**src/include/ldexec_pkg.sv**
```systemverilog
package ldexec_pkg;
	// Opcodes handled by this block
	localparam logic [7:0] OP_BIT_LOAD = 8'h47;
	localparam logic [7:0] OP_IND_LOAD = 8'hC3;
	localparam logic [7:0] OP_IND_STORE = 8'hD3;
	localparam logic [7:0] OP_SHORT_LOAD = 8'hE7;
	localparam logic [7:0] OP_SHORT_STORE = 8'hF7;
	localparam logic [7:0] OP_LONG_LOAD = 8'hA7;
	localparam logic [7:0] OP_LONG_STORE = 8'hB7;
	// Instruction lengths in cycles
	localparam logic [4:0] CYC_BIT_LOAD = 5'h06;
	localparam logic [4:0] CYC_IND = 5'h0A;
	localparam logic [4:0] CYC_SHORT = 5'h0C;
	localparam logic [4:0] CYC_LONG = 5'h0E;
	// Long-form low nibble codes that mean a direct address
	localparam logic [3:0] DIRECT_PROGRAM = 4'h0;
	localparam logic [3:0] DIRECT_DATA = 4'h1;
	// Memory space select
	localparam logic SPACE_PROGRAM = 1'b0;
	localparam logic SPACE_DATA = 1'b1;

	typedef struct packed {
		logic [7:0] opcode;
		logic [7:0] b2;
		logic [7:0] b3;
		logic [7:0] b4;
	} instr_s;

	typedef struct packed {
		logic we;
		logic [7:0] addr;
		logic [7:0] wdata;
	} rf_s;

	typedef struct packed {
		logic req;
		logic we;
		logic space;
		logic [15:0] addr;
		logic [7:0] wdata;
	} mem_s;
endpackage : ldexec_pkg

```
**src/rtl/bit_and_memory_load_exec.sv**
```systemverilog
// Functional notes
// RL1: bit load copies bit either direction
// RL2: other destination bits and source unchanged
// RL3: no status flag is ever written
// RL4: opcode 47, three bytes, six cycles
// RL5: direction 0 loads, 1 stores bit
// RL6: byte moves to or from memory
// RL7: program and data memory share addressing
// RL8: pair number lsb selects memory space
// RL9: short index E7/F7, twelve cycles, byte offset
// RL10: long index A7/B7, fourteen cycles, word offset
// RL11: software never uses pair 0-1 as index
// RL12: long nibble 0000/0001 means direct address
// RL13: even register high byte, pair untouched
// RL14: mask ROM parts refuse program memory stores
// RL15: index sum is 16-bit, carry dropped
`timescale 1ns/1ns
module bit_and_memory_load_exec #(
	parameter bit MASK_ROM = 1'b0
) (
	input wire logic clk_sys,
	input wire logic rst_n,
	input wire logic instr_valid,
	input ldexec_pkg::instr_s instr,
	output logic instr_ready,
	input wire logic [3:0] wreg_base,
	output ldexec_pkg::rf_s rf,
	input wire logic [7:0] rf_rdata,
	output ldexec_pkg::mem_s mem,
	input wire logic mem_ack,
	input wire logic [7:0] mem_rdata,
	output logic flags_we,
	output logic done,
	output logic refused
);
	// ==========================================================
	// Helpers
	typedef enum {S_IDLE, S_RD1, S_RD2, S_RD3, S_MEM, S_WR, S_WAIT} st_e;
	typedef struct packed {
		st_e st;
		logic [4:0] cnt;
		logic [4:0] cyc;
		ldexec_pkg::instr_s ins;
		logic [7:0] tmp;
		logic [7:0] dat;
		logic [7:0] hi;
		logic [7:0] dst;
		logic [15:0] pbase;
		ldexec_pkg::rf_s rf;
		ldexec_pkg::mem_s mem;
		logic done;
		logic refused;
	} state_s;
	state_s s;
	state_s next_s;
	function automatic logic [7:0] work_addr(input logic [3:0] base,
		input logic [3:0] r);
		work_addr = {base, r};
	endfunction : work_addr
	function automatic logic [7:0] put_bit(input logic [7:0] v,
		input logic [2:0] b, input logic x);
		put_bit = v;
		put_bit[b] = x;
	endfunction : put_bit
	function automatic logic is_store(input logic [7:0] op);
		is_store = (op == ldexec_pkg::OP_IND_STORE) ||
			(op == ldexec_pkg::OP_SHORT_STORE) ||
			(op == ldexec_pkg::OP_LONG_STORE);
	endfunction : is_store
	function automatic logic is_long(input logic [7:0] op);
		is_long = (op == ldexec_pkg::OP_LONG_LOAD) ||
			(op == ldexec_pkg::OP_LONG_STORE);
	endfunction : is_long
	function automatic logic is_short(input logic [7:0] op);
		is_short = (op == ldexec_pkg::OP_SHORT_LOAD) ||
			(op == ldexec_pkg::OP_SHORT_STORE);
	endfunction : is_short
	function automatic logic is_mem(input logic [7:0] op);
		is_mem = is_long(op) || is_short(op) ||
			(op == ldexec_pkg::OP_IND_LOAD) ||
			(op == ldexec_pkg::OP_IND_STORE);
	endfunction : is_mem
	function automatic logic is_direct(input ldexec_pkg::instr_s i);
		is_direct = is_long(i.opcode) &&
			(i.b2[3:0] == ldexec_pkg::DIRECT_PROGRAM ||
			i.b2[3:0] == ldexec_pkg::DIRECT_DATA); // RL12
	endfunction : is_direct
	// ==========================================================
	// Sequencer: one transfer per step, then pad to full length
	always_comb begin
		next_s = s;
		next_s.rf.we = 1'b0;
		next_s.done = 1'b0;
		next_s.refused = 1'b0;
		if (s.st != S_IDLE) begin
			next_s.cnt = s.cnt + 5'h01;
		end
		case (s.st)
			S_IDLE: begin
				if (instr_valid) begin
					next_s.ins = instr;
					next_s.cnt = 5'h01;
					next_s.st = S_RD1;
					if (instr.opcode == ldexec_pkg::OP_BIT_LOAD) begin
						next_s.cyc = ldexec_pkg::CYC_BIT_LOAD; // RL4
						// Bit source first, destination second
						if (!instr.b2[0]) begin // RL5
							next_s.rf.addr = instr.b3;
							next_s.dst = work_addr(wreg_base, instr.b2[7:4]);
						end else begin
							next_s.rf.addr = work_addr(wreg_base, instr.b2[7:4]);
							next_s.dst = instr.b3;
						end
					end else if (is_mem(instr.opcode)) begin
						next_s.dst = work_addr(wreg_base, instr.b2[7:4]);
						next_s.cyc = is_long(instr.opcode) ?
							ldexec_pkg::CYC_LONG : is_short(instr.opcode) ?
							ldexec_pkg::CYC_SHORT : ldexec_pkg::CYC_IND; // RL9 RL10
						next_s.mem.space = instr.b2[0]; // RL8 RL7
						// Even register of the pair is read first
						next_s.rf.addr = work_addr(wreg_base,
							{instr.b2[3:1], 1'b0}); // RL13
						if (is_direct(instr)) begin
							next_s.pbase = {instr.b4, instr.b3}; // RL12
							next_s.st = S_RD3;
							next_s.rf.addr = next_s.dst;
						end
					end else begin
						// Not ours: answer at once so fetch never hangs
						next_s.refused = 1'b1;
						next_s.done = 1'b1;
						next_s.st = S_IDLE;
					end
				end
			end
			S_RD1: begin
				if (s.ins.opcode == ldexec_pkg::OP_BIT_LOAD) begin
					next_s.tmp = rf_rdata;
					next_s.rf.addr = s.dst;
				end else begin
					next_s.hi = rf_rdata;
					next_s.rf.addr = work_addr(wreg_base,
						{s.ins.b2[3:1], 1'b1});
				end
				next_s.st = S_RD2;
			end
			S_RD2: begin
				if (s.ins.opcode == ldexec_pkg::OP_BIT_LOAD) begin
					next_s.dat = rf_rdata;
					next_s.st = S_WR;
				end else begin
					next_s.pbase = {s.hi, rf_rdata}; // RL13
					next_s.rf.addr = s.dst;
					next_s.st = S_RD3;
				end
			end
			S_RD3: begin
				// Offset added in 16 bits; carry out falls off
				if (is_short(s.ins.opcode)) begin
					next_s.mem.addr = s.pbase + {8'h00, s.ins.b3}; // RL15 RL9
				end else if (is_long(s.ins.opcode) && !is_direct(s.ins)) begin
					next_s.mem.addr = s.pbase + {s.ins.b4, s.ins.b3}; // RL10
				end else begin
					next_s.mem.addr = s.pbase;
				end
				next_s.mem.wdata = rf_rdata;
				next_s.mem.we = is_store(s.ins.opcode); // RL6
				if (MASK_ROM && is_store(s.ins.opcode) &&
					s.mem.space == ldexec_pkg::SPACE_PROGRAM) begin
					next_s.refused = 1'b1; // RL14
					next_s.st = S_WAIT;
				end else begin
					next_s.mem.req = 1'b1;
					next_s.st = S_MEM;
				end
			end
			S_MEM: begin
				if (mem_ack) begin
					next_s.mem.req = 1'b0;
					next_s.mem.we = 1'b0;
					next_s.dat = mem_rdata;
					next_s.st = s.mem.we ? S_WAIT : S_WR;
				end
			end
			S_WR: begin
				next_s.rf.we = 1'b1;
				next_s.rf.addr = s.dst;
				if (s.ins.opcode != ldexec_pkg::OP_BIT_LOAD) begin
					next_s.rf.wdata = s.dat; // RL6
				end else if (!s.ins.b2[0]) begin
					next_s.rf.wdata = put_bit(s.dat, 3'h0,
						s.tmp[s.ins.b2[3:1]]); // RL1 RL2
				end else begin
					next_s.rf.wdata = put_bit(s.dat, s.ins.b2[3:1],
						s.tmp[0]); // RL1 RL2
				end
				next_s.st = S_WAIT;
			end
			S_WAIT: begin
				if (s.cnt >= s.cyc - 5'h01) begin
					next_s.done = 1'b1;
					next_s.st = S_IDLE;
				end
			end
			default: begin
				next_s.st = S_IDLE;
			end
		endcase
	end
	// State register
	always_ff @(posedge clk_sys or negedge rst_n) begin
		if (!rst_n) begin
			s <= '0;
		end else begin
			s <= next_s;
		end
	end
	// Outputs; flags are never written by these instructions
	assign instr_ready = (s.st == S_IDLE);
	assign rf = s.rf;
	assign mem = s.mem;
	assign done = s.done;
	assign refused = s.refused;
	assign flags_we = 1'b0; // RL3

	// ==========================================================
	// Checks
	wire logic fire = instr_valid && instr_ready;
	property p_flags;
		@(posedge clk_sys) disable iff (!rst_n)
		(s.st != S_IDLE) |-> !flags_we;
	endproperty
	a_flags: assert property (p_flags) else $error("flags written"); // RL3
	property p_bit_keep;
		@(posedge clk_sys) disable iff (!rst_n)
		(rf.we && s.ins.opcode == ldexec_pkg::OP_BIT_LOAD) |->
		($countones(rf.wdata ^ s.dat) <= 1);
	endproperty
	a_bit_keep: assert property (p_bit_keep) else $error("bits lost"); // RL2
	property p_bit_val;
		@(posedge clk_sys) disable iff (!rst_n)
		(rf.we && s.ins.opcode == ldexec_pkg::OP_BIT_LOAD) |->
		(s.ins.b2[0] ? rf.wdata[s.ins.b2[3:1]] == s.tmp[0] :
		rf.wdata[0] == s.tmp[s.ins.b2[3:1]]);
	endproperty
	a_bit_val: assert property (p_bit_val) else $error("bad bit"); // RL1 RL5
	// Done is registered, so it is first seen high six edges after taking;
	// the taking edge itself may still see the previous done pulse
	property p_bit_len;
		@(posedge clk_sys) disable iff (!rst_n)
		(fire && instr.opcode == ldexec_pkg::OP_BIT_LOAD) |->
		##1 !done [*5] ##1 done;
	endproperty
	a_bit_len: assert property (p_bit_len) else $error("bit len"); // RL4
	property p_ind_len;
		@(posedge clk_sys) disable iff (!rst_n)
		(fire && (instr.opcode == ldexec_pkg::OP_IND_LOAD ||
		instr.opcode == ldexec_pkg::OP_IND_STORE)) |->
		##[10:200] done;
	endproperty
	a_ind_len: assert property (p_ind_len) else $error("ind len"); // RL6
	property p_space;
		@(posedge clk_sys) disable iff (!rst_n)
		$rose(mem.req) |-> (mem.space == s.ins.b2[0]);
	endproperty
	a_space: assert property (p_space) else $error("bad space"); // RL8 RL7
	property p_short_addr;
		@(posedge clk_sys) disable iff (!rst_n)
		($rose(mem.req) && is_short(s.ins.opcode)) |->
		(mem.addr == 16'(s.pbase + {8'h00, s.ins.b3}));
	endproperty
	a_short_addr: assert property (p_short_addr) else $error("xs"); // RL9 RL15
	property p_long_addr;
		@(posedge clk_sys) disable iff (!rst_n)
		($rose(mem.req) && is_long(s.ins.opcode)) |->
		(mem.addr == (is_direct(s.ins) ? {s.ins.b4, s.ins.b3} :
		16'(s.pbase + {s.ins.b4, s.ins.b3})));
	endproperty
	a_long_addr: assert property (p_long_addr) else $error("xl"); // RL10 RL12
	property p_pair_kept;
		@(posedge clk_sys) disable iff (!rst_n)
		(rf.we && is_mem(s.ins.opcode)) |->
		(rf.addr == work_addr(wreg_base, s.ins.b2[7:4]) && !s.mem.we);
	endproperty
	a_pair_kept: assert property (p_pair_kept) else $error("pair hit"); // RL13
	property p_rom;
		@(posedge clk_sys) disable iff (!rst_n)
		(mem.req && mem.we) |->
		!(MASK_ROM && mem.space == ldexec_pkg::SPACE_PROGRAM);
	endproperty
	a_rom: assert property (p_rom) else $error("rom store"); // RL14
	c_bit_store: cover property (@(posedge clk_sys)
		fire && instr.opcode == ldexec_pkg::OP_BIT_LOAD && instr.b2[0]);
	c_data_load: cover property (@(posedge clk_sys)
		$rose(mem.req) && !mem.we && mem.space);
	c_direct: cover property (@(posedge clk_sys)
		$rose(mem.req) && is_direct(s.ins));
	c_refused: cover property (@(posedge clk_sys) refused);
endmodule : bit_and_memory_load_exec

```
**config.mk**
```make
export PLATFORM = sky130hd
export DESIGN_NAME = bit_and_memory_load_exec
export DESIGN_NICKNAME = d
export VERILOG_FILES = /design/src/include/ldexec_pkg.sv /design/src/rtl/bit_and_memory_load_exec.sv
export SDC_FILE = /design/constraint.sdc
export NUM_CORES = 1
export LEC_CHECK = 0
export ABC_AREA = 1
export BUFFER_PORTS_ARGS = -buffer_cell sky130_fd_sc_hd__buf_2
export CORE_ASPECT_RATIO = 2
export CORE_MARGIN = 2
export CORE_UTILIZATION = 51
export DETAILED_ROUTE_END_ITERATION = 6
export MAX_ROUTING_LAYER = met4
export PLACE_DENSITY = 0.72
export SLEW_MARGIN = 5
export SYNTH_ARGS = -nofsm -noshare
export SYNTH_HDL_FRONTEND = slang
export SYNTH_SLANG_ARGS = --single-unit
```
**constraint.sdc**
```tcl
create_clock -name clk_sys -period 2.1 [get_ports clk_sys]
set_input_delay 0.105 -clock clk_sys [delete_from_list [all_inputs] [get_ports clk_sys]]
set_output_delay 0.105 -clock clk_sys [all_outputs]
set_load 0.03 [all_outputs]
```
==> flow_summary.json <==
{
  "grt_antenna_before_repair": 0,
  "dieWidth_um": 92.1,
  "worstMarginPinSlew_ns": 0.560,
  "synth-seq-cells": 133,
  "hp-class": "in -> reg",
  "ios": 104,
  "fin_crit_ns": 1.98,
  "cp_slowest_cell": "dfrtp_1",
  "overflow": 0,
  "place_area_um2": 8610,
  "muxShareOfSynthArea_pct": 0.126,
  "synth_area_um2": 7920,
  "wire_per_inst_um": 17.5,
  "slew_headroom_pct": 62.5,
  "vias": 7634,
  "yosysSeqAreaShare_pct": 42.0,
  "clkLatencyLatePin_ns": 0.43,
  "grt_setup_unrepaired": "false",
  "outcome": "finished, final reports clean",
  "setup_viol": 0,
  "synth_top_area_share_pct": 42.0,
  "fmax_mhz": 506,
  "synthXorXnorAreaFrac_pct": 1.22,
  "cts_setup_buffers": 0,
  "cts_buffers": 17,
  "fin_worst_skew_ns": 0.0104,
  "synth_compound_area_share_pct": 13.2,
  "area_growth_pct": 22.2,
  "critical_path_class": "reg -> reg",
  "synth_ff_type": "dfrtp_1",
  "drc": 0,
  "powerDensity_nw_per_um2": 1640,
  "h-tree-depth": 4,
  "cap_viol_max_count": 0,
  "port_buffers": 102,
  "cp.buffers_inverters": 1,
  "grt_pass1_vias": 7842,
  "row_count": 64,
  "fin_area_um2": 9680,
  "synth_area_leaders": "dfrtp_1 42%, nand2_1 16%, o21ai_0 5.4%, inv_1 5.3%, buf_4 4.4%",
  "drt_first_iter_violations": 440,
  "crit_family": "simple AND/OR/NAND/NOR gates",
  "clock_sinks": 133,
  "final_hold_viol_count": 0,
  "drive_above_1_share_pct": 18.3,
  "p_leak_uw": 0.00505,
  "synth_top_cells_by_count": "328 x nand2_1, 133 x dfrtp_1, 112 x inv_1, 86 x o21ai_0, 73 x nor2_1",
  "die_area_um2": 16600,
  "grt_max_degree": 56,
  "clockRootBuffer": "clkbuf_16",
  "fin_util_pct": 63.6,
  "synth.most_common_cell": "nand2_1",
  "track_usage_pct": 32.8,
  "vdd_drop_max_v": 0.000976,
  "end_kind": "flip-flop",
  "via_per_inst": 5.33,
  "ant_nets": 0,
  "yosysUniqueCellTypes": 41,
  "cp_max_fo": 3,
  "synth_edf_count": 0,
  "core_um2": 15200,
  "critical-path-max-stage-delay_ns": 0.36,
  "synth_nets": 1160,
  "clk_pin_slew_ns": 0.06,
  "arrival_ns": 2.29,
  "period_share_pct": 94.1,
  "setup_tns_ns": 0,
  "worst-endpoint-required_ns": 2.42,
  "postSynthCellCount": 1082,
  "start_util_pct": 52.0,
  "dieHeight_um": 180,
  "dr.pass1.iters": 6,
  "synth_simple_gate_area_share_pct": 27.5,
  "drv_slew": 0,
  "yosysTopAreaCell": "dfrtp_1",
  "timing.hold.ws_ns": 0.00904,
  "grt_pass1_wl_mm": 40.5,
  "gp_congestion": 0.984,
  "yosys_warnings": 0,
  "nets": 1301,
  "clk_path_buf_depth": 2,
  "routed_wl_mm": 25.1,
  "dp_hpwl_mm": 19.1,
  "synth_top_family_by_area": "simple AND/OR/NAND/NOR gates",
  "cts_tree": "built",
  "synth_fa_ha_area_share_pct": 3.57,
  "diodes": 0,
  "critPathLaunchType": "flip-flop",
  "async_flop_share_pct": 100,
  "crit_chain": "inv_1 -> ha_1 -> xnor2_1 -> ha_1 -> nand4_1 -> o221ai_1 -> nand2b_1 -> nand2_1 -> nor2_1 -> nor2_1",
  "syn_avg_cell_area_um2": 7.32
}
[where the power goes]
| part | internal, µW | switching, µW |
|---|---|---|
| Sequential | 3720 | 721 |
| Clock | 1920 | 1160 |
| Combinational | 2880 | 5450 |
| Total | 8520 | 7320 |
[through the flow]
stage / std cells / total power, µW / setup WS, ns
after floorplan: 1082 / 10300 / 0.251
after CTS: 1433 / 15800 / 0.0750
after global placement: 1357 / 12500 / 0.0772
after detailed placement: 1357 / 12600 / 0.0847
final: 1433 / 15800 / 0.124
after global routing: 1433 / 17000 / 0.000208
[cells in the final DEF (no fill, tap or decap), types with 2 or more instances in the layout]
cell type      count
xnor2_1            6
o21ai_1           21
nor2_4             2
clkbuf_8           2
a31oi_1           13
nor3_1            18
a21oi_1           54
buf_12             2
clkinv_4           2
dlygate4sd3_1     45
clkbuf_16         17
ha_1              21
nor2_2             4
buf_4             49
xor2_1             5
o21ai_0           86
buf_2            101
o211ai_1          13
nor3_4             3
nand2_1          328
dfrtp_1          133
nand3_1           69
nor2_1            73
nand4_1            3
inv_1            112
clkinvlp_4         3
clkinv_2           3
nand2_2            5
inv_2             17
nor3_2             3
bufinv_16          3
[flip-flops by register name, summed over array words and instances, names as in the netlist]
| name | cells |
|---|---|
| rf | 17 |
| refused | 1 |
| mem | 27 |
| done | 1 |
| s | 87 |
[timing repair]
item                                   CTS  global route
setup endpoints to repair                0             7
gates resized for setup                  0             3
hold buffers                            45             0
endpoints found under the hold margin  153             0
[worst reg2reg max path, stage by stage, from the launching register on]
cell and delay, ns:
dfrtp_1 0.36, inv_1 0.09, ha_1 0.21, xnor2_1 0.12, ha_1 0.29, nand4_1 0.09
o221ai_1 0.24, nand2b_1 0.21, nand2_1 0.09, nor2_1 0.12, nor2_1 0.05
[routing by layer]
layer  GRT usage [%]  wire (µm)
met1            30.1       8170
met2            60.9      14100
met3            5.31        952
met4            21.3       1880
met5               -          0
[final timing paths]
check / start / to / slack [ns] / cells past startpoint
worst max-delay path: s[127]$_DFFE_PN0P_ / s[138]$_DFFE_PN0P_ / 0.12 / 10
worst min-delay path: rf_rdata[2] / s[72]$_DFFE_PN0P_ / 0.009 / 3
worst max register to register: s[127]$_DFFE_PN0P_ / s[138]$_DFFE_PN0P_ / 0.12 / 10
worst min register to register: s[121]$_DFFE_PN0P_ / s[121]$_DFFE_PN0P_ / 0.47 / 2
max in group asynchronous: rst_n / mem[12]$_DFFE_PN0P_ / 1.25 / 3
min in group asynchronous: rst_n / s[131]$_DFF_PN0_ / 0.15 / 2
[logic make-up after synthesis]
group	Yosys count
AND/OR/NAND/NOR	514
AO/OA/AOI/OAI	194
flip-flops	133
other	1
adder cells (fa/ha/maj)	22
buffers and inverters	206
multiplexers	1
XOR/XNOR	11
[cell type report]
type	instances	area, µm²
Clock inverter	12	154
Tap cell	198	248
Sequential cell	133	3330
Multi-Input combinational cell	743	3630
Clock buffer	19	453
Timing Repair Buffer	198	1380
Inverter	130	488
Fill cell	1394	5530
No activity file was read; power rests on OpenSTA's default activity.
